<file path="src/sdci_defines.svh">
// Purpose: constants for the serial disk command interface
// Assumes: 125 MHz mclk_i
// Notes: opcode choices and masks are named once here
`ifndef SDCI_DEFINES_SVH
`define SDCI_DEFINES_SVH

// clock period and handshake timing
`define SDCI_CLK_NS      8
`define SDCI_ACK_NS      2000
`define SDCI_ACK_CYC     ((`SDCI_ACK_NS) / (`SDCI_CLK_NS))
`define SDCI_ATTN_NS     100
`define SDCI_ATTN_CYC    ((`SDCI_ATTN_NS + `SDCI_CLK_NS - 1) / (`SDCI_CLK_NS))

// serial word: 16 data bits then parity, msb first
`define SDCI_XFER_BITS   5'h11
`define SDCI_OP_MSB      16
`define SDCI_OP_LSB      13
`define SDCI_MOD_MSB     12
`define SDCI_MOD_LSB     9
`define SDCI_PRM_MSB     12
`define SDCI_PRM_LSB     1

// opcodes with special handling
`define SDCI_OP_STATUS   4'h2
`define SDCI_OP_CONFIG   4'h3
`define SDCI_OP_MOTOR    4'h5

// one bit per opcode
`define SDCI_IMPL_MASK   16'h00FF
`define SDCI_PARAM_MASK  16'h0001
`define SDCI_RESTR_MASK  16'h003E

`endif

</file>
<file path="src/sdci_pkg.sv">
// Purpose: types for the serial disk command interface
// Assumes: nothing
// Notes: states are one-hot
package sdci_pkg;
    // command interpreter states
    typedef enum logic [5:0] {
        SDCI_IDLE   = 6'h01,
        SDCI_RECV   = 6'h02,
        SDCI_DECODE = 6'h04,
        SDCI_EXEC   = 6'h08,
        SDCI_SEND   = 6'h10,
        SDCI_ATTN   = 6'h20
    } sdci_state_e;
endpackage

</file>
<file path="src/sdci_top.sv">
// Purpose: drive-side serial command and status interface
// Assumes: host pins are asynchronous; core signals on mclk_i
// Notes: odd parity over 17 bits; open-collector levels external
`include "sdci_defines.svh"
`timescale 1ns/1ps
module sdci_top (
    // clock and reset
    input  wire logic        mclk_i,
    input  wire logic        sys_rst_i,
    // straps and host pins
    input  wire logic [2:0]  drive_id_i,
    input  wire logic        motor_cmd_opt_i,
    input  wire logic [2:0]  drv_sel_i,
    input  wire logic        xfer_req_i,
    input  wire logic        cmd_data_i,
    // pins to host
    output logic             drive_selected_o,
    output logic             xfer_ack_o,
    output logic             resp_data_o,
    output logic             cmd_complete_o,
    output logic             attention_o,
    output logic             ready_o,
    // from drive core
    input  wire logic        spindle_ready_i,
    input  wire logic        spin_fail_i,
    input  wire logic [15:0] status_word_i,
    input  wire logic [15:0] config_word_i,
    input  wire logic        exec_done_i,
    input  wire logic        exec_err_i,
    // to drive core
    output logic             exec_start_o,
    output logic [3:0]       exec_opcode_o,
    output logic [3:0]       exec_mod_o,
    output logic [11:0]      exec_param_o,
    output logic             motor_start_o
);
    localparam logic [7:0] ACK_LAST  = 8'(`SDCI_ACK_CYC - 1);
    localparam logic [3:0] ATTN_LAST = 4'(`SDCI_ATTN_CYC - 1);
    localparam logic [15:0] IMPL_MASK  = `SDCI_IMPL_MASK;   // implemented opcodes
    localparam logic [15:0] PARAM_MASK = `SDCI_PARAM_MASK;  // parameter-type opcodes
    localparam logic [15:0] RESTR_MASK = `SDCI_RESTR_MASK;  // allowed before motor start

    logic [8:0]        sy1;           // synchroniser first stage
    logic [8:0]        sy2;           // synchroniser second stage
    logic [2:0]        id_s;          // jumpered identifier
    logic              mode_s;        // start-by-command strap
    logic [2:0]        sel_s;         // host select code
    logic              req_s;         // transfer request
    logic              dat_s;         // command data line
    logic              sel_m;         // select matches our id
    sdci_pkg::sdci_state_e state;     // interpreter state
    logic [7:0]        hs_cnt;        // acknowledge delay count
    logic              hs_on;         // handshake may advance
    logic              hs_due;        // acknowledge follows request
    logic [4:0]        bitcnt;        // bits moved this word
    logic [16:0]       rx_sh;         // received word and parity
    logic [16:0]       tx_sh;         // outgoing word and parity
    logic [3:0]        atn_cnt;       // attention lead count
    logic              hold;          // ignoring the host
    logic              next_hold;     // hold for next cycle
    logic              motor_started; // motor start accepted
    logic [3:0]        op;            // decoded opcode
    logic              par_bad;       // parity failure
    logic              allow;         // opcode allowed now
    logic              refuse;        // reject this command
    logic [15:0]       rsp_word;      // word to return
    // pin synchroniser, two flops
    always_ff @(posedge mclk_i or posedge sys_rst_i) begin
        if (sys_rst_i) begin
            sy1 <= 9'h000;
            sy2 <= 9'h000;
        end else begin
            sy1 <= {drive_id_i, motor_cmd_opt_i, drv_sel_i, xfer_req_i, cmd_data_i};
            sy2 <= sy1;
        end
    end
    assign id_s   = sy2[8:6];
    assign mode_s = sy2[5];
    assign sel_s  = sy2[4:2];
    assign req_s  = sy2[1];
    assign dat_s  = sy2[0];
    // zero is never a valid address
    assign sel_m  = (id_s != 3'h0) && (sel_s == id_s);
    always_ff @(posedge mclk_i or posedge sys_rst_i) begin
        if (sys_rst_i) begin
            drive_selected_o <= 1'b0;
        end else begin
            drive_selected_o <= sel_m;
        end
    end

    // ready mirrors the spindle
    always_ff @(posedge mclk_i or posedge sys_rst_i) begin
        if (sys_rst_i) begin
            ready_o <= 1'b0;
        end else begin
            ready_o <= spindle_ready_i;
        end
    end
    assign next_hold = !spindle_ready_i && !spin_fail_i && (!mode_s || motor_started);
    // power-up and motor hold
    always_ff @(posedge mclk_i or posedge sys_rst_i) begin
        if (sys_rst_i) begin
            hold <= 1'b1;
        end else begin
            hold <= next_hold;
        end
    end

    // handshake advances only while selected
    assign hs_on  = drive_selected_o && (state == sdci_pkg::SDCI_RECV || state == sdci_pkg::SDCI_SEND);
    assign hs_due = hs_on && (req_s != xfer_ack_o) && (hs_cnt == ACK_LAST);
    always_ff @(posedge mclk_i or posedge sys_rst_i) begin
        if (sys_rst_i) begin
            hs_cnt <= 8'h00;
        end else if (!hs_on || req_s == xfer_ack_o || hs_due) begin
            hs_cnt <= 8'h00;
        end else begin
            hs_cnt <= hs_cnt + 8'h01;
        end
    end
    always_ff @(posedge mclk_i or posedge sys_rst_i) begin
        if (sys_rst_i) begin
            xfer_ack_o <= 1'b0;
        end else if (hs_due) begin
            xfer_ack_o <= req_s;
        end
    end

    // decode of the received word
    always_comb begin
        op       = rx_sh[`SDCI_OP_MSB:`SDCI_OP_LSB];
        // odd parity over all 17 bits
        par_bad  = !(^rx_sh);
        rsp_word = (op == `SDCI_OP_CONFIG) ? config_word_i : status_word_i;
        if (spindle_ready_i) begin
            allow = IMPL_MASK[op];
        end else if (mode_s && !motor_started) begin
            allow = RESTR_MASK[op];
        end else begin
            allow = (op == `SDCI_OP_STATUS);
        end
        refuse = par_bad || !IMPL_MASK[op] || !allow;
    end
    // interpreter state machine
    always_ff @(posedge mclk_i or posedge sys_rst_i) begin
        if (sys_rst_i) begin
            state          <= sdci_pkg::SDCI_IDLE;
            bitcnt         <= 5'h00;
            atn_cnt        <= 4'h0;
            cmd_complete_o <= 1'b0;
            attention_o    <= 1'b0;
        end else begin
            case (state)
                sdci_pkg::SDCI_IDLE: begin
                    bitcnt         <= 5'h00;
                    cmd_complete_o <= !next_hold;
                    // first request edge opens a command
                    if (drive_selected_o && req_s && !xfer_ack_o && !hold && cmd_complete_o) begin
                        state          <= sdci_pkg::SDCI_RECV;
                        cmd_complete_o <= 1'b0;
                        attention_o    <= 1'b0;
                    end
                end
                sdci_pkg::SDCI_RECV: begin
                    if (hs_due && !req_s) bitcnt <= bitcnt + 5'h01;
                    if (bitcnt == `SDCI_XFER_BITS) state <= sdci_pkg::SDCI_DECODE;
                end
                sdci_pkg::SDCI_DECODE: begin
                    bitcnt <= 5'h00;
                    if (refuse) begin
                        state       <= sdci_pkg::SDCI_ATTN;
                        attention_o <= 1'b1;
                        atn_cnt     <= 4'h0;
                    end else if (op == `SDCI_OP_STATUS || op == `SDCI_OP_CONFIG) begin
                        state <= sdci_pkg::SDCI_SEND;
                    end else if (op == `SDCI_OP_MOTOR) begin
                        state <= sdci_pkg::SDCI_IDLE;
                    end else begin
                        state <= sdci_pkg::SDCI_EXEC;
                    end
                end
                sdci_pkg::SDCI_EXEC: begin
                    if (exec_done_i && exec_err_i) begin
                        state       <= sdci_pkg::SDCI_ATTN;
                        attention_o <= 1'b1;
                        atn_cnt     <= 4'h0;
                    end else if (exec_done_i) begin
                        state          <= sdci_pkg::SDCI_IDLE;
                        cmd_complete_o <= 1'b1;
                    end
                end
                sdci_pkg::SDCI_SEND: begin
                    if (hs_due && !req_s) bitcnt <= bitcnt + 5'h01;
                    if (bitcnt == `SDCI_XFER_BITS) begin
                        state          <= sdci_pkg::SDCI_IDLE;
                        cmd_complete_o <= 1'b1;
                    end
                end
                sdci_pkg::SDCI_ATTN: begin
                    atn_cnt <= atn_cnt + 4'h1;
                    if (atn_cnt == ATTN_LAST) begin
                        state          <= sdci_pkg::SDCI_IDLE;
                        cmd_complete_o <= 1'b1;
                    end
                end
                default: begin
                    state <= sdci_pkg::SDCI_IDLE;
                end
            endcase
        end
    end

    // received and outgoing bit shifters
    always_ff @(posedge mclk_i or posedge sys_rst_i) begin
        if (sys_rst_i) begin
            rx_sh       <= 17'h00000;
            tx_sh       <= 17'h00000;
            resp_data_o <= 1'b0;
        end else begin
            if (state == sdci_pkg::SDCI_RECV && hs_due && req_s) rx_sh <= {rx_sh[15:0], dat_s};
            if (state == sdci_pkg::SDCI_DECODE) tx_sh <= {rsp_word, ~^rsp_word};
            if (state == sdci_pkg::SDCI_SEND) begin
                // bit driven before acknowledge rises
                if (hs_on && req_s && !xfer_ack_o && hs_cnt == 8'h00) resp_data_o <= tx_sh[16];
                if (hs_due && !req_s) tx_sh <= {tx_sh[15:0], 1'b0};
            end else begin
                resp_data_o <= 1'b0;
            end
        end
    end

    // command hand-off to the drive core
    always_ff @(posedge mclk_i or posedge sys_rst_i) begin
        if (sys_rst_i) begin
            exec_start_o  <= 1'b0;
            motor_start_o <= 1'b0;
            motor_started <= 1'b0;
            exec_opcode_o <= 4'h0;
            exec_mod_o    <= 4'h0;
            exec_param_o  <= 12'h000;
        end else begin
            exec_start_o  <= 1'b0;
            motor_start_o <= 1'b0;
            if (state == sdci_pkg::SDCI_DECODE && !refuse) begin
                exec_opcode_o <= op;
                exec_param_o  <= rx_sh[`SDCI_PRM_MSB:`SDCI_PRM_LSB];
                exec_mod_o    <= PARAM_MASK[op] ? 4'h0 : rx_sh[`SDCI_MOD_MSB:`SDCI_MOD_LSB];
                if (op == `SDCI_OP_MOTOR) begin
                    motor_start_o <= 1'b1;
                    motor_started <= 1'b1;
                end else if (op != `SDCI_OP_STATUS && op != `SDCI_OP_CONFIG) begin
                    exec_start_o <= 1'b1;
                end
            end
        end
    end
endmodule // sdci_top

</file>
<file path="config.mk">
export PLATFORM = sky130hd
export DESIGN_NAME = sdci_top
export DESIGN_NICKNAME = d
export VERILOG_FILES = /design/src/sdci_pkg.sv /design/src/sdci_top.sv
export VERILOG_INCLUDE_DIRS = /design/src
export SDC_FILE = /design/constraint.sdc
export NUM_CORES = 1
export LEC_CHECK = 0
export ABC_AREA = 1
export BUFFER_PORTS_ARGS = -buffer_cell sky130_fd_sc_hd__clkbuf_2
export CAP_MARGIN = 20
export CORE_MARGIN = 2
export CORE_UTILIZATION = 50
export CTS_CLUSTER_DIAMETER = 150
export DETAILED_ROUTE_END_ITERATION = 10
export PLACE_DENSITY = 0.71
export SYNTH_ARGS = -nofsm -noshare
export SYNTH_HDL_FRONTEND = slang
export SYNTH_SLANG_ARGS = --single-unit
</file>
<file path="constraint.sdc">
create_clock -name mclk_i -period 4 [get_ports mclk_i]
set_input_delay 0.4 -clock mclk_i [delete_from_list [all_inputs] [get_ports mclk_i]]
set_output_delay 0.4 -clock mclk_i [all_outputs]
set_load 0.02 [all_outputs]
</file>
# Word-level counts from Yosys, hierarchy flattened
# Memory sizes are Yosys's and may differ from the RTL's.
# Cells that the tools add are included.
# op_classes
n_eq_ne	28
reduce_logical	56
n_mux	43
n_addsub	3
magnitude_cmp	1
# ops
cell	count
$mux 17	3
$mux 6	7
$pmux 6 s6	1
$logic_and 1x1->1	20
$mux 1	20
$reduce_xor 17->1	1
$mux 16	1
$mux 4	4
$ne 2x2->1 const B	8
$reduce_xnor 16->1	1
$logic_not 1->1	13
$pmux 4 s3	1
$mux 5	2
$pmux 5 s2	1
$reduce_and 5->1	2
$reduce_bool 3->1	3
$add 8x1->8 const B	1
$eq 4x2->1 const B	2
$eq 8x8->1 const B	1
$logic_not 8->1	1
$mux 8	1
$ne 4x2->1 const B	2
$logic_or 1x1->1	7
$eq 6x1->1 const B	1
24 further kinds	27
# totals
n_memories	3
word_cells	155
ff_bits	105
romBits	48
output_inout_bits	28
input_bits	47
# memory_table
name	words	word_bits	rd	rd_ports_with_merged_regs	write_ports	line_no	source
(no name shown)	16	1	1	0	0	sdci_top.sv:248	exec_mod_o <= PARAM_MASK[op] ? 4'h0 : rx_sh[`SDCI_MOD_MSB:`SDCI_MOD_LSB];
(no name shown)	16	1	1	0	0	sdci_top.sv:143	refuse = par_bad || !IMPL_MASK[op] || !allow;
(no name shown)	16	1	1	0	0	sdci_top.sv:139	allow = RESTR_MASK[op];

# Depth between registers and ports, before layout
# logic_depth
ltp_word	9
depth_mapped	17
ltp_nobuf	16

# Least setup slack after synthesis
# OpenSTA, ideal clock, no wires.
# synth_timing
path_type	register to register
start	register state[3]
end	register tx_sh[3]
stages_incl_launch_ff	14
setup_ps	126
period_less_slack_ps	1768
t_arrival_ps	1642
t_required_ps	3874
path_buffers	1
setup_slack_ps	2232
cell_sequence	dfrtp_1 > nor2_2 > nand2_2 > nor3_4 > inv_2 > nand2_2 > nand2_2 > nor2_4 > nand2_2 > nor2_2 > inv_2 > buf_2 > nor2_1 > a31oi_1
# synth_via
elab_chain_len	8
word_cells_on_any_way	11
classes_between	3 x eq/ne; 3 x mux; 5 x reduce/logical
# synth_lines
item	line_no	source
start, declared	sdci_top.sv:51	sdci_pkg::sdci_state_e state;
start signal, assigned	sdci_top.sv:148	state <= sdci_pkg::SDCI_IDLE;
start signal, assigned	sdci_top.sv:160	state <= sdci_pkg::SDCI_RECV;
start signal, assigned	sdci_top.sv:167	if (bitcnt == `SDCI_XFER_BITS) state <= sdci_pkg::SDCI_DECODE;
$eq 6x2->1 / $eq 6x5->1 (equally long branches)	sdci_top.sv:111, sdci_top.sv:223	
$logic_or 1x1->1	sdci_top.sv:111	assign hs_on = drive_selected_o && (state == sdci_pkg::SDCI_RECV || state == sdci_pkg::SDCI_SEND);
$logic_and 1x1->1	sdci_top.sv:111	
$logic_and 1x1->1 (2 in series)	sdci_top.sv:112	assign hs_due = hs_on && (req_s != xfer_ack_o) && (hs_cnt == ACK_LAST);
$logic_and 1x1->1	sdci_top.sv:226	if (hs_due && !req_s) tx_sh <= {tx_sh[15:0], 1'b0};
$mux 17	sdci_top.sv:226	
$mux 17 *	sdci_top.sv:223	if (state == sdci_pkg::SDCI_SEND) begin
end signal, assigned	sdci_top.sv:222	if (state == sdci_pkg::SDCI_DECODE) tx_sh <= {rsp_word, ~^rsp_word};
end signal, assigned	sdci_top.sv:226	
end, declared	sdci_top.sv:57	logic [16:0] tx_sh;
# Every way passes the cells marked *; elsewhere a longest branch is shown, timed or not.
# A chain may end at the register's enable or synchronous reset.

# Worst setup path after layout
# layout_timing
start	register state[0]
end	register state[5]
# layout_via
elab_chain_len	3
word_cells_on_any_way	13
classes_between	11 x eq/ne; 1 x mux; 1 x reduce/logical
# layout_lines
item	line_no	source
$eq 6x4->1 (tied with other cells)	sdci_top.sv:154	case (state)
$ne 3x3->1 (no line) / $ne 2x2->1 (equally long branches)	--	
$reduce_and 5->1 (no line)	--	
# Several ways; a longest one is shown, not always the timed one.

==> Implementation_results.wiki <==
{| class="wikitable"
! Metric !! Value
|-
| Die ar. || 11,660 um^2
|-
| First-pass GRT wire length || 19.46 mm
|-
| Post-cts repair resize count || 0
|-
| Cell types occupying the most area after synthesis || dfrtp_1, nand2_1, inv_1
|-
| Slew at the pin closest to its max-slew limit || 0.7078 ns
|-
| Buffer depth of the longest clock path || 2
|-
| Height of the die || 108.0 um
|-
| Number of buffers added by the clock tree synthesis step || 9
|-
| Crit path max fanout || 42
|-
| Minimum clock period || 2.720 ns
|-
| Count of nets left with antenna violations after detail routing || 0
|-
| Hold_sp || cmd_data_i
|-
| Number of violations reported at the end of detailed-routing iteration 0 || 305
|-
| Worst-Skew Late Latency || 0.38 ns
|-
| Final Max Slew Viols || 0
|-
| Most frequent cells in the layout || nand2_1, dfrtp_1, inv_1
|-
| Cell type with the highest aggregate area in the netlist || dfrtp_1
|-
| Count of input and output buffers || 74
|-
| Hold violation total from the final report || 0
|-
| Initial antenna violation count || 0
|-
| Post-synthesis instance area || 5404 um^2
|-
| Netlist cell types || 37
|-
| Post-Synthesis Net Count || 750
|-
| Layout cell share with drive strength beyond 1 || 0.1534
|-
| Commonest non-fill, non-tap cell in the layout || nand2_1
|-
| Register cell area after layout || 2630 um^2
|-
| Layout Cells excl Fill || 905
|-
| Startpoint of the most critical register-to-register path || state[0]$_DFFE_PP1P_
|-
| Number of failing setup endpoints in the final timing report || 0
|-
| Ratio of total power to cell area || 403.6 nW/um^2
|-
| Setup Crit Path Kind || reg2reg
|-
| Ratio of final minimum period to clock period || 0.6799
|-
| CP arrival || 3.00 ns
|-
| Starting density of the core || 0.5188
|-
| Clock Skew || 0.01061 ns
|-
| Worst IR drop on VDD || 0.0002883 V
|-
| Maximum number of pins on one net before global-route repair || 84
|-
| CP Launch Point || state[0]$_DFFE_PP1P_
|-
| Pwr Total || 2.458 mW
|-
| FP Rows || 37
|-
| Minimum hold slack || 0.1184 ns
|-
| HPWL Detailed || 8.496 mm
|-
| Total of warnings raised by yosys || 0
|-
| Number of vias after detailed routing || 4,627
|-
| Max-cap violations || 0
|-
| Core region area || 10,420 um^2
|-
| Yosys top cell area share || 0.4770
|-
| Total wire length after detailed routing || 11.55 mm
|-
| Cell count after synthesis || 696
|-
| RSZ-0062 raised after global routing || no
|-
| Max frequency || 367.7 MHz
|-
| Detailed Routing Iterations Pass 1 || 6
|-
| Ratio of routed vias to standard cells || 5.113
|-
| Endpoint class of the critical path || register
|-
| Total Neg Setup Slack || 0 ns
|-
| Outcome || complete, no violations
|-
| Number of levels in the clock H-tree || 3
|-
| Area occupied by multi-input gates || 2355 um^2
|-
| Required time reported for the critical path endpoint || 4.28 ns
|-
| Area growth from synthesis to layout || 12.66%
|-
| Avg Synthesized Cell Area || 7.764 um^2
|-
| Number of cells traversed by the worst hold path || 1
|-
| CTS tree || yes
|-
| Via count of the first global-routing pass || 4,395
|-
| Chip Width || 108.0 um
|-
| Number of placed instances with taps included || 887
|-
| Routability Congestion || 0.8196
|-
| Fill cell total of the finished layout || 914
|-
| Total gr overflow || 0
|-
| Number of placed I/O pins || 75
|-
| Tightest Hold Check Type || in2reg
|-
| Nets || 818
|-
| Number of design rule violations left after detail routing || 0
|-
| Diodes inserted || 0
|-
| Global-route usage over all layers || 0.2088
|-
| Master cell of the clock root buffer || clkbuf_8
|-
| Yosys reg bits || 105
|-
| Final non-filler cell area || 6088 um^2
|-
| Instance area after placement || 5854 um^2
|-
| Total leakage power || 3.205 nW
|-
| Max_slew headroom || 0.5276
|-
| Sequential share of the synthesized area || 0.4867
|-
| Clock sink count || 105
|-
| Average detailed-routed wire length per instance || 12.76 um
|-
| Number of cells traversed by the worst register-to-register path || 7
|-
| Clock transition at path regs || 0.11 ns
|-
| Startpoint types || register
|}
## flip-flops by register name, indices dropped and copies added, names as in the netlist
name / cells
hs_cnt: 8
exec_mod_o: 4
exec_start_o: 1
bitcnt: 5
xfer_ack_o: 1
exec_opcode_o: 4
hold: 1
drive_selected_o: 1
atn_cnt: 4
sy1: 9
cmd_complete_o: 1
state: 6
sy2: 9
motor_start_o: 1
attention_o: 1
ready_o: 1
exec_param_o: 12
resp_data_o: 1
rx_sh: 17
tx_sh: 17
motor_started: 1
## through the flow
step           setup WS (ns)    util
2_1_floorplan         0.8428       -
3_3_place_gp           1.419  0.5620
3_5_place_dp           1.312  0.5620
4_1_cts                1.239  0.5809
5_1_grt               0.9658  0.5845
6_report               1.280  0.5845
## cell type report
cell class / instances / share of cell area
multi-input cells: 488 / 0.3868
clock buffers: 9 / 0.02035
inverters: 81 / 0.05035
repair buffers: 79 / 0.07069
flip-flops and latches: 105 / 0.4320
clock inverters: 7 / 0.01192
well taps: 136 / 0.02795
## worst paths after layout
kind / end / slack (ns)
setup reg to reg: state[5]$_DFFE_PP0P_ / 1.28
hold / removal: sy1[0]$_DFF_PP0_ / 0.12
min in group asynchronous: sy1[3]$_DFF_PP0_ / 0.44
max in group asynchronous: exec_mod_o[0]$_DFFE_PP0N_ / 2.63
hold reg to reg: sy2[0]$_DFF_PP0_ / 0.36
setup / recovery: state[5]$_DFFE_PP0P_ / 1.28
## cell families after synthesis
| logic type | share of synthesized area |
|---|---|
| buf+inv | 0.07756 |
| fa+ha+maj | 0.01621 |
| simple gates | 0.3068 |
| xor+xnor | 0.03079 |
| compound gates | 0.07780 |
| flops | 0.4867 |
| mux | 0.004167 |
## power by group
| part | internal (mW) | switching (mW) | leakage (nW) |
|---|---|---|---|
| registers | 1.21 | 0.0958 | 1.35 |
| clock network | 0.244 | 0.394 | 0.100 |
| logic | 0.200 | 0.315 | 1.75 |
| total | 1.65 | 0.805 | 3.20 |
## Yosys cell counts
| master | n |
|---|---|
| nand3_2 | 2 |
| inv_2 | 3 |
| nor3_4 | 1 |
| nor3_1 | 8 |
| buf_6 | 2 |
| xor2_1 | 9 |
| nor4b_1 | 1 |
| nand2_2 | 5 |
| nand3_1 | 37 |
| xnor2_1 | 10 |
| o21ai_1 | 7 |
| and3_1 | 1 |
| mux2_2 | 2 |
| a311oi_1 | 1 |
| o21ai_0 | 37 |
| clkinv_1 | 1 |
| buf_2 | 13 |
| nor4_1 | 3 |
| nor2_2 | 4 |
| o22ai_1 | 3 |
| nand3b_1 | 16 |
| nor2_1 | 40 |
| clkbuf_1 | 6 |
| ha_1 | 7 |
| dfrtp_1 | 103 |
| dfstp_2 | 2 |
| or2_2 | 3 |
| nand4_1 | 9 |
| nand2_1 | 251 |
| o21a_1 | 1 |
| a21oi_1 | 10 |
| clkbuf_2 | 1 |
| a211oi_1 | 2 |
| inv_1 | 77 |
| nor3b_1 | 1 |
| a31oi_1 | 16 |
| nor2_4 | 1 |
## worst max-delay path: stages (launching register included)
cell and delay (ns):
dfstp_2 0.56, nor2_2 0.06, nand4_1 0.07, buf_4 0.24, clkinv_1 0.47, nand3_2 0.68
nand2_1 0.28, o21ai_0 0.26
## repair_timing
item | 4_1_cts | 5_1_grt
setup buffers | 0 | 0
hold endpoints to repair | 0 | 9
hold buffers | 0 | 1
## metal layers
metal / global-route usage / wire length [um] / up-vias
li1: - / - / 2341
met1: 0.2696 / 5052 / 2174
met2: 0.3491 / 5842 / 95
met3: 0.05425 / 466 / 17
met4: 0.05952 / 186 / 0
met5: 0 / 0 / -
(Power assumes the default switching activity.)
